$ cat config.mk
export PLATFORM = sky130hd
export DESIGN_NAME = udct_timer
export DESIGN_NICKNAME = d
export VERILOG_FILES = /design/src/hdl/udct_pkg.sv /design/src/hdl/udct_edge_if.sv /design/src/hdl/udct_edge_sense.sv /design/src/hdl/udct_timer.sv
export SDC_FILE = /design/constraint.sdc
export NUM_CORES = 1
export LEC_CHECK = 0
export BUFFER_PORTS_ARGS = -buffer_cell sky130_fd_sc_hd__buf_4
export CAP_MARGIN = 20
export CORE_MARGIN = 2
export CORE_UTILIZATION = 30
export CTS_CLUSTER_DIAMETER = 80
export DETAILED_ROUTE_END_ITERATION = 10
export GPL_TIMING_DRIVEN = 0
export SKIP_LAST_GASP = 1
export SYNTH_ARGS = -nofsm -noshare
export SYNTH_HDL_FRONTEND = slang
export SYNTH_SLANG_ARGS = --single-unit
$ cat constraint.sdc
create_clock -name clk_sys -period 2.8 [get_ports clk_sys]
set_input_delay 0.28 -clock clk_sys [delete_from_list [all_inputs] [get_ports clk_sys]]
set_output_delay 0.28 -clock clk_sys [all_outputs]
set_load 0.05 [all_outputs]
$ cat src/hdl/udct_pkg.sv
// constants shared by the up/down capture timer and its edge sense
// assumes a single synchronous clock domain (clk_sys)
package udct_pkg;

   // ----------------------------------------------------------------
   // widths
   // ----------------------------------------------------------------
   localparam int CNT_W   = 11;   // timer counter
   localparam int RTC_W   = 22;   // real-time clock snapshot and value register
   localparam int PER_W   = 8;    // period count field
   localparam int PIN_N   = 12;   // general purpose input pins
   localparam int SEL_W   = 4;    // pin select field
   localparam int CH_N    = 2;    // edge sense channels

   // ----------------------------------------------------------------
   // values
   // ----------------------------------------------------------------
   localparam logic [CNT_W-1:0] CNT_ZERO      = 11'h000;
   localparam logic [CNT_W-1:0] CNT_ONE       = 11'h001;
   localparam logic [CNT_W-1:0] CNT_MAX       = 11'h7ff;
   localparam logic [RTC_W-1:0] VAL_ZERO      = 22'h000000;
   localparam logic [RTC_W-1:0] VAL_ONE       = 22'h000001;
   localparam logic [PER_W-1:0] PER_ZERO      = 8'h00;
   localparam logic [PER_W-1:0] PER_ONE       = 8'h01;
   localparam logic [SEL_W-1:0] SEL_FIRST     = 4'h1;  // selects pin 0
   localparam logic [SEL_W-1:0] SEL_LAST      = 4'hc;  // selects pin 11

   // channel mode and snapshot encodings
   typedef enum logic {UDCT_CAPTURE = 1'b0, UDCT_COUNTING = 1'b1} udct_mode_e;
   typedef enum logic {UDCT_SRC_TIMER = 1'b0, UDCT_SRC_RTC = 1'b1} udct_src_e;

endpackage : udct_pkg

$ cat src/hdl/udct_edge_if.sv
// carrier between the timer core and one edge sense channel
// assumes clk_sys domain on both sides
`timescale 1ns/10ps
interface udct_edge_if;
   import udct_pkg::*;
   logic [PIN_N-1:0] pins;        // raw pin levels
   logic [SEL_W-1:0] pin_sel;     // 1..12 picks pin 0..11
   logic             falling;     // 1 falling, 0 rising
   logic             edge_pulse;  // one cycle per detected edge

   modport core  (output pins, output pin_sel, output falling, input edge_pulse);
   modport sense (input pins, input pin_sel, input falling, output edge_pulse);
endinterface : udct_edge_if

$ cat src/hdl/udct_edge_sense.sv
// one edge sense channel: pin select, synchroniser, edge detect
// assumes pins arrive on clk_sys and the selection changes rarely
`timescale 1ns/10ps
module udct_edge_sense
   import udct_pkg::*;
(
   // clock and reset
   input  wire logic clk_sys,
   input  wire logic sys_rst,
   // channel carrier
   udct_edge_if.sense eif
);

   logic sel_pin;
   logic sync1;
   logic sync2;
   logic prev;

   // ----------------------------------------------------------------
   // pin select: out-of-range codes pick nothing
   // ----------------------------------------------------------------
   always_comb
   begin
      sel_pin = 1'b0;
      if (eif.pin_sel >= SEL_FIRST && eif.pin_sel <= SEL_LAST)
      begin
         sel_pin = eif.pins[eif.pin_sel - SEL_FIRST];
      end
   end

   // two-stage synchroniser plus previous sample
   always_ff @(posedge clk_sys)
   begin
      if (sys_rst)
      begin
         sync1 <= 1'b0;
         sync2 <= 1'b0;
         prev  <= 1'b0;
      end
      else
      begin
         sync1 <= sel_pin;
         sync2 <= sync1;
         prev  <= sync2;
      end
   end

   // edge compare on synchronised samples only
   always_ff @(posedge clk_sys)
   begin
      if (sys_rst)
      begin
         eif.edge_pulse <= 1'b0;
      end
      else
      begin
         eif.edge_pulse <= eif.falling ? (prev & ~sync2)
                                       : (~prev & sync2);
      end
   end

endmodule // udct_edge_sense

$ cat src/hdl/udct_timer.sv
// 11-bit up/down timer with two-channel capture / edge counting
// assumes all inputs synchronous to clk_sys; low_power_clock is sampled
//
// Notes on behaviour
// - count up or down; interrupt at limits
// - eleven bits; free run interrupts at zero
// - two channels, each sensing its own pin
// - counting mode reports timer ticks after N edges
// - counting restarts automatically for next group
// - capture stores timer count or clock snapshot
// - capture while pending discards, sets overrun
// - overrun clears together with event flag
// - both channels may share one pin
// - tick from system or low-power clock
// - separate control bits; gate and enable
// - polarity bit set means falling edge
// - mode bit 0 capture, 1 counting
// - per-channel interrupt only when enabled
// - snapshot source selects clock or count
// - pin select 1..12 maps pins 0..11
// - value register holds result at interrupt
// - writing 1 clears the channel event
// - period count plus one edges per report
`timescale 1ns/10ps
module udct_timer
   import udct_pkg::*;
(
   // clock and reset
   input  wire logic                  clk_sys,
   input  wire logic                  sys_rst,
   // timer control
   input  wire logic                  clock_source_select,
   input  wire logic                  low_power_clock,
   input  wire logic                  free_run_enable,
   input  wire logic                  timer_irq_enable,
   input  wire logic                  count_direction_down,
   input  wire logic [CNT_W-1:0]      reload_threshold,
   input  wire logic                  timer_clock_gate,
   input  wire logic                  timer_run_enable,
   // channel control
   input  wire logic [CH_N-1:0]       edge_polarity_falling,
   input  wire logic [CH_N-1:0]       channel_count_mode,
   input  wire logic [CH_N-1:0]       channel_irq_enable,
   input  wire logic [CH_N-1:0]       snapshot_source,
   input  wire logic [SEL_W-1:0]      channel_pin_select [CH_N],
   input  wire logic [PER_W-1:0]      channel_period_count [CH_N],
   input  wire logic [CH_N-1:0]       channel_event_clear,
   // external sources
   input  wire logic [PIN_N-1:0]      gpio_in,
   input  wire logic [RTC_W-1:0]      rtc_value,
   // status
   output logic [CNT_W-1:0]           timer_count,
   output logic                       timer_irq,
   output logic [CH_N-1:0]            channel_event_flag,
   output logic [CH_N-1:0]            channel_overrun_flag,
   output logic [CH_N-1:0]            channel_irq,
   output logic [RTC_W-1:0]           channel_capture_value [CH_N]
);

   // ----------------------------------------------------------------
   // declarations
   // ----------------------------------------------------------------
   logic             lp_s1;
   logic             lp_s2;
   logic             lp_s3;
   logic             lp_rise;
   logic             running;
   logic             tick;
   logic [CNT_W-1:0] next_count;
   logic             limit_hit;
   logic [CH_N-1:0]  edge_seen;

   udct_edge_if eif0 ();
   udct_edge_if eif1 ();

   // ----------------------------------------------------------------
   // edge sense channels
   // ----------------------------------------------------------------
   // each channel gets the full pin set, so sharing a pin is free
   assign eif0.pins    = gpio_in;
   assign eif0.pin_sel = channel_pin_select[0];
   assign eif0.falling = edge_polarity_falling[0];
   assign eif1.pins    = gpio_in;
   assign eif1.pin_sel = channel_pin_select[1];
   assign eif1.falling = edge_polarity_falling[1];
   assign edge_seen    = {eif1.edge_pulse, eif0.edge_pulse};

   udct_edge_sense u_sense0
   (
      .clk_sys (clk_sys),
      .sys_rst (sys_rst),
      .eif     (eif0.sense)
   );

   udct_edge_sense u_sense1
   (
      .clk_sys (clk_sys),
      .sys_rst (sys_rst),
      .eif     (eif1.sense)
   );

   // ----------------------------------------------------------------
   // timer tick
   // ----------------------------------------------------------------
   // low-power clock is sampled, so it must stay well below clk_sys / 2
   always_ff @(posedge clk_sys)
   begin
      if (sys_rst)
      begin
         lp_s1 <= 1'b0;
         lp_s2 <= 1'b0;
         lp_s3 <= 1'b0;
      end
      else
      begin
         lp_s1 <= low_power_clock;
         lp_s2 <= lp_s1;
         lp_s3 <= lp_s2;
      end
   end

   assign lp_rise = lp_s2 & ~lp_s3;
   assign running = timer_clock_gate & timer_run_enable;
   assign tick    = running & (clock_source_select | lp_rise);

   // ----------------------------------------------------------------
   // counter step and limit detect
   // ----------------------------------------------------------------
   always_comb
   begin
      next_count = timer_count;
      limit_hit  = 1'b0;
      if (count_direction_down)
      begin
         // zero reached: reload from threshold
         next_count = (timer_count == CNT_ZERO) ? reload_threshold
                                                : timer_count - CNT_ONE;
         limit_hit  = (next_count == CNT_ZERO);
      end
      else if (free_run_enable)
      begin
         // free run only applies counting up; counting down ignores it
         next_count = timer_count + CNT_ONE;
         limit_hit  = (next_count == CNT_ZERO);
      end
      else
      begin
         next_count = (timer_count >= reload_threshold) ? CNT_ZERO
                                                        : timer_count + CNT_ONE;
         limit_hit  = (next_count == reload_threshold);
      end
   end

   // counter register; disabling parks it at its start value
   always_ff @(posedge clk_sys)
   begin
      if (sys_rst)
      begin
         timer_count <= CNT_ZERO;
      end
      else if (!running)
      begin
         timer_count <= count_direction_down ? reload_threshold : CNT_ZERO;
      end
      else if (tick)
      begin
         timer_count <= next_count;
      end
   end

   // timer interrupt pulse
   always_ff @(posedge clk_sys)
   begin
      if (sys_rst)
      begin
         timer_irq <= 1'b0;
      end
      else
      begin
         timer_irq <= tick & limit_hit & timer_irq_enable;
      end
   end

   // ----------------------------------------------------------------
   // channel logic
   // ----------------------------------------------------------------
   for (genvar c = 0; c < CH_N; c++)
   begin : g_ch
      logic [RTC_W-1:0] cyc_cnt;
      logic [PER_W-1:0] edge_cnt;
      logic             counting;
      logic             report;
      logic             capture;
      logic             store;
      logic [RTC_W-1:0] snapshot;

      assign counting = (channel_count_mode[c] == UDCT_COUNTING);
      // the edge that makes period count plus one reports
      assign report   = edge_seen[c] & counting
                        & (edge_cnt == channel_period_count[c]);
      assign capture  = edge_seen[c] & ~counting;
      assign store    = report | capture;
      assign snapshot = (snapshot_source[c] == UDCT_SRC_RTC) ? rtc_value
                        : {{(RTC_W-CNT_W){1'b0}}, timer_count};

      // timer ticks since start or since the last report
      always_ff @(posedge clk_sys)
      begin
         if (sys_rst || !running || !counting)
         begin
            cyc_cnt <= VAL_ZERO;
         end
         else if (report)
         begin
            cyc_cnt <= tick ? VAL_ONE : VAL_ZERO;
         end
         else if (tick)
         begin
            cyc_cnt <= cyc_cnt + VAL_ONE;
         end
      end

      // edges seen in the current group
      always_ff @(posedge clk_sys)
      begin
         if (sys_rst || !running || !counting)
         begin
            edge_cnt <= PER_ZERO;
         end
         else if (report)
         begin
            edge_cnt <= PER_ZERO;
         end
         else if (edge_seen[c])
         begin
            edge_cnt <= edge_cnt + PER_ONE;
         end
      end

      // value register: a pending event protects the old value
      always_ff @(posedge clk_sys)
      begin
         if (sys_rst)
         begin
            channel_capture_value[c] <= VAL_ZERO;
         end
         else if (store && !channel_event_flag[c])
         begin
            channel_capture_value[c] <= capture ? snapshot
                                                : cyc_cnt;
         end
      end

      // event flag: a new event beats a clear in the same cycle
      always_ff @(posedge clk_sys)
      begin
         if (sys_rst)
         begin
            channel_event_flag[c] <= 1'b0;
         end
         else if (store)
         begin
            channel_event_flag[c] <= 1'b1;
         end
         else if (channel_event_clear[c])
         begin
            channel_event_flag[c] <= 1'b0;
         end
      end

      // overrun flag shares the event clear
      always_ff @(posedge clk_sys)
      begin
         if (sys_rst)
         begin
            channel_overrun_flag[c] <= 1'b0;
         end
         else if (store && channel_event_flag[c])
         begin
            channel_overrun_flag[c] <= 1'b1;
         end
         else if (channel_event_clear[c])
         begin
            channel_overrun_flag[c] <= 1'b0;
         end
      end

      // channel interrupt level follows the flag, gated by its enable
      always_ff @(posedge clk_sys)
      begin
         if (sys_rst)
         begin
            channel_irq[c] <= 1'b0;
         end
         else
         begin
            channel_irq[c] <= channel_event_flag[c] & channel_irq_enable[c];
         end
      end

      // -------------------------------------------------------------
      // channel checks
      // -------------------------------------------------------------
      a_overrun_keeps_value: assert property (
         @(posedge clk_sys) disable iff (sys_rst)
         capture && channel_event_flag[c]
         |=> channel_overrun_flag[c]
             && channel_capture_value[c] == $past(channel_capture_value[c]))
         else $error("pending capture was overwritten");

      a_clear_both_flags: assert property (
         @(posedge clk_sys) disable iff (sys_rst)
         channel_event_clear[c] && !store
         |=> !channel_event_flag[c] && !channel_overrun_flag[c])
         else $error("event clear left a flag standing");

      a_capture_source: assert property (
         @(posedge clk_sys) disable iff (sys_rst)
         capture && !channel_event_flag[c]
         |=> channel_event_flag[c] && channel_capture_value[c] == $past(snapshot))
         else $error("capture stored the wrong snapshot");

      a_irq_needs_enable: assert property (
         @(posedge clk_sys) disable iff (sys_rst)
         channel_irq[c] |-> $past(channel_irq_enable[c]) && $past(channel_event_flag[c]))
         else $error("channel interrupt without enable");

      a_group_restart: assert property (
         @(posedge clk_sys) disable iff (sys_rst)
         report && running && counting ##1 running && counting
         |-> edge_cnt == PER_ZERO)
         else $error("edge group did not restart");
   end

   // ----------------------------------------------------------------
   // timer checks
   // ----------------------------------------------------------------
   a_down_reload: assert property (
      @(posedge clk_sys) disable iff (sys_rst)
      tick && count_direction_down && timer_count == CNT_ZERO
      |=> timer_count == $past(reload_threshold))
      else $error("down count did not reload after zero");

   a_free_wrap_irq: assert property (
      @(posedge clk_sys) disable iff (sys_rst)
      tick && !count_direction_down && free_run_enable && timer_count == CNT_MAX
      |=> timer_count == CNT_ZERO && timer_irq == $past(timer_irq_enable))
      else $error("free run wrap missed zero interrupt");

   a_up_limit: assert property (
      @(posedge clk_sys) disable iff (sys_rst)
      tick && !count_direction_down && !free_run_enable
      && timer_count + CNT_ONE == reload_threshold
      |=> timer_irq == $past(timer_irq_enable) ##1 !timer_irq || $past(tick))
      else $error("threshold interrupt wrong");

   a_gate_stops: assert property (
      @(posedge clk_sys) disable iff (sys_rst)
      !running [*2] |-> !timer_irq)
      else $error("timer interrupt while gated off");

endmodule // udct_timer

# --- Yosys cells after proc, flatten, opt, wreduce, memory -nomap -nowiden ---
# Index checks and enable logic that the tools add are counted.
op_classes:
  n_eq_ne: 4
  n_bitwise: 29
  order_cmp: 7
  add_sub_neg: 8
  mux: 30
  n_reduce_logical: 27
op_table:
  columns: ["cell", "n"]
  rows:
  - ["two-way mux 22 bit", 8]
  - ["two-way mux 11 bit", 7]
  - ["adder 22 x 1 -> 22 bit (second input constant)", 2]
  - ["logical NOT 11 bit", 3]
  - ["bitwise AND 1 bit", 17]
  - ["adder 8 x 1 -> 8 bit (second input constant)", 2]
  - ["== test 8 bit", 2]
  - ["two-way mux 1 bit", 13]
  - ["nonzero test 2 bit", 6]
  - ["adder 11 x 1 -> 11 bit (second input constant)", 1]
  - ["== test 11 bit", 1]
  - ["greater-or-equal comparator 11 bit", 1]
  - ["subtractor 11 x 1 -> 11 bit (second input constant)", 1]
  - ["< comparator 4 x 5 -> 1 bit (second input constant)", 2]
  - ["inverter 1 bit", 9]
  - ["binary-select mux 1 bit (select 4 bit)", 2]
  - ["greater-or-equal comparator 4 x 1 -> 1 bit (second input constant)", 2]
  - ["less-or-equal comparator 4 bit (second input constant)", 2]
  - ["OR reduction 2 bit", 4]
  - ["subtractor 4 x 1 -> 4 bit (second input constant)", 2]
  - ["logical AND 1 bit", 6]
  - ["logical NOT 1 bit", 5]
  - ["logical OR 1 bit", 3]
  - ["OR 1 bit", 3]
  - ["!= test 2 x 1 -> 1 bit (second input constant)", 1]
word_totals:
  reg_bits: 133
  word_cells: 130
  out_inout_bits: 62

# --- Logic depth before layout (Yosys ltp) ---
logic_depth:
  word_depth: 7
  mapped_depth: 12

# --- Cells and area by module ---
# Synthesis repeated with hierarchy kept, for this count alone.
hier_totals:
  cells_unflattened: 924
  hier_area_um2: 7554.7
modules_own_cells:
  columns: ["module", "n_inst", "cells_per_inst", "area_per_inst_um2"]
  rows:
  - ["udct_timer", 1, 868, 6884.1]
  - ["udct_edge_sense", 2, 28, 335.3]

# --- Worst setup path after synthesis ---
# No wires, ideal clock.
synth_timing:
  kind: "flip-flop to flip-flop"
  startpoint: "register timer_count[0]"
  endpoint: "register timer_irq"
  n_path_buf: 2
  arrival_time_ns: 2.950
  path_stages_with_launch: 13
  path_slack_ns: -0.216
  synth_period_minus_slack_ns: 3.016
  setup_ns: 0.066
  cell_sequence: "dfxtp_1 -> clkbuf_1 -> inv_1 -> ha_1 -> nand2b_1 -> a2111o_1 -> a21oi_2 -> and2_2 -> buf_4 -> o21ai_0 -> a221oi_2 -> o2111ai_1 -> a21oi_2"
synth_between:
  elab_chain_cells: 7
  word_cells_on_any_way: 13
synth_lines:
  columns: ["item", "line_no", "rtl"]
  rows:
  - ["start, declared", "udct_timer.sv:52", "output logic [CNT_W-1:0] timer_count,"]
  - ["start signal, assigned", "udct_timer.sv:163", "timer_count <= count_direction_down ? reload_threshold : CNT_ZERO;"]
  - ["start signal, assigned", "udct_timer.sv:167", "timer_count <= next_count;"]
  - ["adder 11 x 1 -> 11 bit or greater-or-equal comparator 11 bit (tied branches)", "udct_timer.sv:143, udct_timer.sv:149, udct_timer.sv:148", null]
  - ["two-way mux 11 bit", "udct_timer.sv:148", "next_count = (timer_count >= reload_threshold) ? CNT_ZERO"]
  - ["== test 11 bit", "udct_timer.sv:150", "limit_hit = (next_count == reload_threshold);"]
  - ["two-way mux 1 bit", "udct_timer.sv:140", "else if (free_run_enable)"]
  - ["two-way mux 1 bit (*)", "udct_timer.sv:133", "if (count_direction_down)"]
  - ["bitwise AND 1 bit (*) (2 in series)", "udct_timer.sv:180", "timer_irq <= tick & limit_hit & timer_irq_enable;"]
  - ["end signal, assigned", "udct_timer.sv:180", null]
  - ["end, declared", "udct_timer.sv:53", "output logic timer_irq,"]
# Every way passes the cells marked *; elsewhere a longest branch is shown, timed or not.
# A chain may end at the register's enable or synchronous reset.

# --- Worst setup path after layout ---
# Ends and elaborated chain as after synthesis.

==> flow_metrics.env <==
export IMPL_cp_start_kind="flip-flop"
export IMPL_routed_wl_um=24100
export IMPL_rsz0062_at_grt="yes"
export IMPL_synthArstFlopShare_pct=0
export IMPL_grt_pass1_vias=7034
export IMPL_critical_path_max_stage_delay_ps=420
export IMPL_ant_nets=0
export IMPL_ys_seq_elements=133
export IMPL_regToRegStartpoint="timer_count[0]"
export IMPL_crit_slowest_cell="a2111o_1"
export IMPL_final_cell_mix="buf_4 (152), dfxtp_1 (132), nand2_1 (117)"
export IMPL_die_area_um2=26200
export IMPL_power_mw=5.27
export IMPL_met2RoutedLength_um=10800
export IMPL_outcome="finished, final reports clean"
export IMPL_nets=1183
export IMPL_root_buffer="clkbuf_16"
export IMPL_final_layout_size_suffix_gt1_share_pct=20.6
export IMPL_drt_iter0_drc=466
export IMPL_synthesis_area_um2=7480
export IMPL_avgSynthCellArea_um2=8.25
export IMPL_routedWlPerCell_um=17.1
export IMPL_cp_required_ps=3170
export IMPL_worstMarginPinSlew_ps=815
export IMPL_fin_crit_ps=2740
export IMPL_wl_met1_um=10800
export IMPL_r2r_slack_ps=60
export IMPL_powerDensity_nw_per_um2=543
export IMPL_clock_fmax_mhz=365
export IMPL_hold_end="lp_s1"
export IMPL_dpl_hpwl_um=18800
export IMPL_cts_tree="done"
export IMPL_clockBufferDepth=2
export IMPL_path_class="reg2reg"
export IMPL_rr_worst_depth=11
export IMPL_drv_slew=0
export IMPL_grt_max_degree=17
export IMPL_cts_buffers=17
export IMPL_synth_cell_type_count=63
export IMPL_antennaDiodeCount=0
export IMPL_htree_levels=4
export IMPL_io_buffers=145
export IMPL_initial_core_util_pct=30.7
export IMPL_tns_ps=0
export IMPL_yosysWarnings=0
export IMPL_areaGrowthSynthToFinish_pct=29.6
export IMPL_setup_viol=0
export IMPL_via_per_inst=5.08
export IMPL_antenna_found_initial=1
export IMPL_path_clk_slew_ps=60
export IMPL_min_period_over_period_pct=97.9
export IMPL_io_pins=150
export IMPL_final_common_cell="buf_4"
export IMPL_hold_viol=0
export IMPL_drc=0
export IMPL_syn_inst=907
export IMPL_finClkSkew_ps=11.0
export IMPL_dr_wl_met3_um=2140
export IMPL_switching_share_pct=24.9
export IMPL_die_w_um=162
export IMPL_syn_nets=1017
export IMPL_min_path_cells=2
export IMPL_cp_arrival_ps=3110
export IMPL_vias=7166
export IMPL_pwr_share_comb_pct=13.4
export IMPL_fillers=2528
export IMPL_end_kind="flip-flop"
export IMPL_cts_sinks=133
export IMPL_p_clk_share_pct=49.8
export IMPL_gp_congestion=0.958
export IMPL_synth_seq_area_share_pct=35.6
export IMPL_max_cap_violations=0
export IMPL_crit_chain="clkinvlp_4, ha_1, nand2b_1, a2111o_1, a21oi_2, and2_2, buf_4, o21ai_0, a221oi_2, o2111ai_1, a21oi_2"
export IMPL_pwr_share_seq_pct=36.8
export IMPL_worstReg2RegEnd="timer_irq"
export IMPL_rows=57
export IMPL_max_slew_margin_pct=45.6
export IMPL_top_layer_used="met5"
export IMPL_fp_coreArea_um2=24400
export IMPL_min_from="low_power_clock"
export IMPL_regArea_um2=2670
export IMPL_p_leak_nw=3.64
export IMPL_grt_overflow_total=0
export IMPL_first_pass_iters=5
export IMPL_multiInputGateArea_um2=4490
export IMPL_crit_fanout=10
export IMPL_synth_edff_count=0
export IMPL_grt_pass1_wl_um=38100
export IMPL_crit_top_cell="a21oi_2"
export IMPL_clk_latency_ps=430
export IMPL_track_usage_pct=18.7
export IMPL_die_h_um=162
export IMPL_switching_power_mw=1.31
export IMPL_p_int_mw=3.95
export IMPL_irDropWorstVdd_mv=0.273
export IMPL_hold_path_class="in2reg"
export IMPL_ys_flop_type="dfxtp_1"
layer usage:
metal  GRT usage [%]  vias up
li1                -     3535
met4            5.19        2
met3            5.44       27
met2            29.8      263
met1            24.6     3339
met5               0        -
cell usage after synthesis (3+ instances only):
master | number | share of area, %
dfxtp_1 | 133 | 36
nand2_1 | 117 | 5.9
nor2_1 | 116 | 5.8
xor2_1 | 53 | 6.2
nand3_1 | 50 | 3.3
a21oi_1 | 44 | 2.9
clkbuf_1 | 43 | 2.2
xnor2_1 | 39 | 4.6
o211ai_1 | 28 | 2.8
mux2i_1 | 25 | 3.3
a311oi_1 | 23 | 2.7
ha_1 | 22 | 3.7
inv_1 | 21 | 1.1
nand4_1 | 18 | 1.5
o21ai_0 | 15 | 1.0
and3_1 | 14 | 1.2
nor2b_1 | 11 | 0.92
nor3_1 | 11 | 0.74
nand2b_1 | 10 | 0.84
a222oi_1 | 9 | 1.2
buf_2 | 7 | 0.47
o31ai_1 | 7 | 0.70
and2_1 | 6 | 0.50
mux4_2 | 6 | 1.8
nor4_1 | 6 | 0.50
a211oi_1 | 4 | 0.40
and4_1 | 4 | 0.47
buf_4 | 4 | 0.40
or2_2 | 4 | 0.33
or3_1 | 4 | 0.33
a211o_1 | 3 | 0.35
buf_1 | 3 | 0.15
nand3b_1 | 3 | 0.30
nor4b_1 | 3 | 0.35
cell type report:
cell class	count	area share [%]
well taps	324	4.18
plain buffers	58	2.64
inverters	21	0.851
flip-flops and latches	133	27.5
clock inverters	11	2.27
clock buffers	21	4.85
repair buffers	148	11.5
multi-input cells	694	46.3
registers in the layout (all words and copies together), names as in the netlist, 2 cells and up:
name and count:
g_ch.edge_cnt 16, timer_count 11, g_ch.cyc_cnt 44, channel_irq 2, channel_capture_value 44, channel_overrun_flag 2, channel_event_flag 2
worst max path at each step:
stage | endpoint | from | cells after the start | slack, ps
global route | timer_irq | timer_count[1] | 10 | -80
global placement | timer_count[7] | reload_threshold[8] | 11 | -180
finish | timer_irq | timer_count[0] | 11 | 60
CTS | timer_count[7] | timer_count[9] | 9 | 50
floorplan | timer_irq | timer_count[0] | 12 | 40
detailed placement | timer_irq | timer_count[0] | 12 | -170
worst max-delay path: cells and delay by family (launching register included):
kind            cells  cell delay, ps
compound gates      6            1350
buf+inv             2             300
fa+ha+maj           1             270
simple gates        2             370
flops               1             390
power groups by stage:
| stage | Sequential, mW | Clock [mW] | Combinational [mW] |
|---|---|---|---|
| floorplan | 2.02 | 0 | 0.382 |
| global placement | 1.98 | 0 | 0.690 |
| detailed placement | 1.98 | 0 | 0.693 |
| CTS | 1.94 | 2.66 | 0.695 |
| global route | 1.94 | 2.75 | 0.769 |
| finish | 1.94 | 2.63 | 0.704 |
cell families (layout without fill, tap and decap cells):
kind of cell / count (synthesis) / in the layout / synth area share [%]
AO/OA/AOI/OAI: 152 / 152 / 14.2
XOR/XNOR: 94 / 94 / 11.3
adder cells (fa/ha/maj): 22 / 22 / 3.68
buffers and inverters: 80 / 259 / 4.53
flip-flops: 133 / 133 / 35.6
multiplexers: 31 / 31 / 5.15
AND/OR/NAND/NOR: 395 / 395 / 25.6
repair_timing:
item,in CTS,in global routing
resized for setup,2,2
hold buffers,0,0
pin swaps,0,0
setup buffers,1,2
setup endpoints to repair,2,2
stage by stage:
step	utilization (%)	instance area [um^2]	cells	hold WS, ps	setup slack (ps)
after floorplan	-	7490	907	403	35.9
after global placement	36.8	8980	1376	419	-176
after detailed placement	36.8	8980	1376	425	-171
after CTS	39.7	9680	1408	53.0	54.1
after global routing	39.8	9700	1410	73.5	-80.2
final	39.8	9700	1410	64.0	58.1
(Power assumes the default switching activity.)
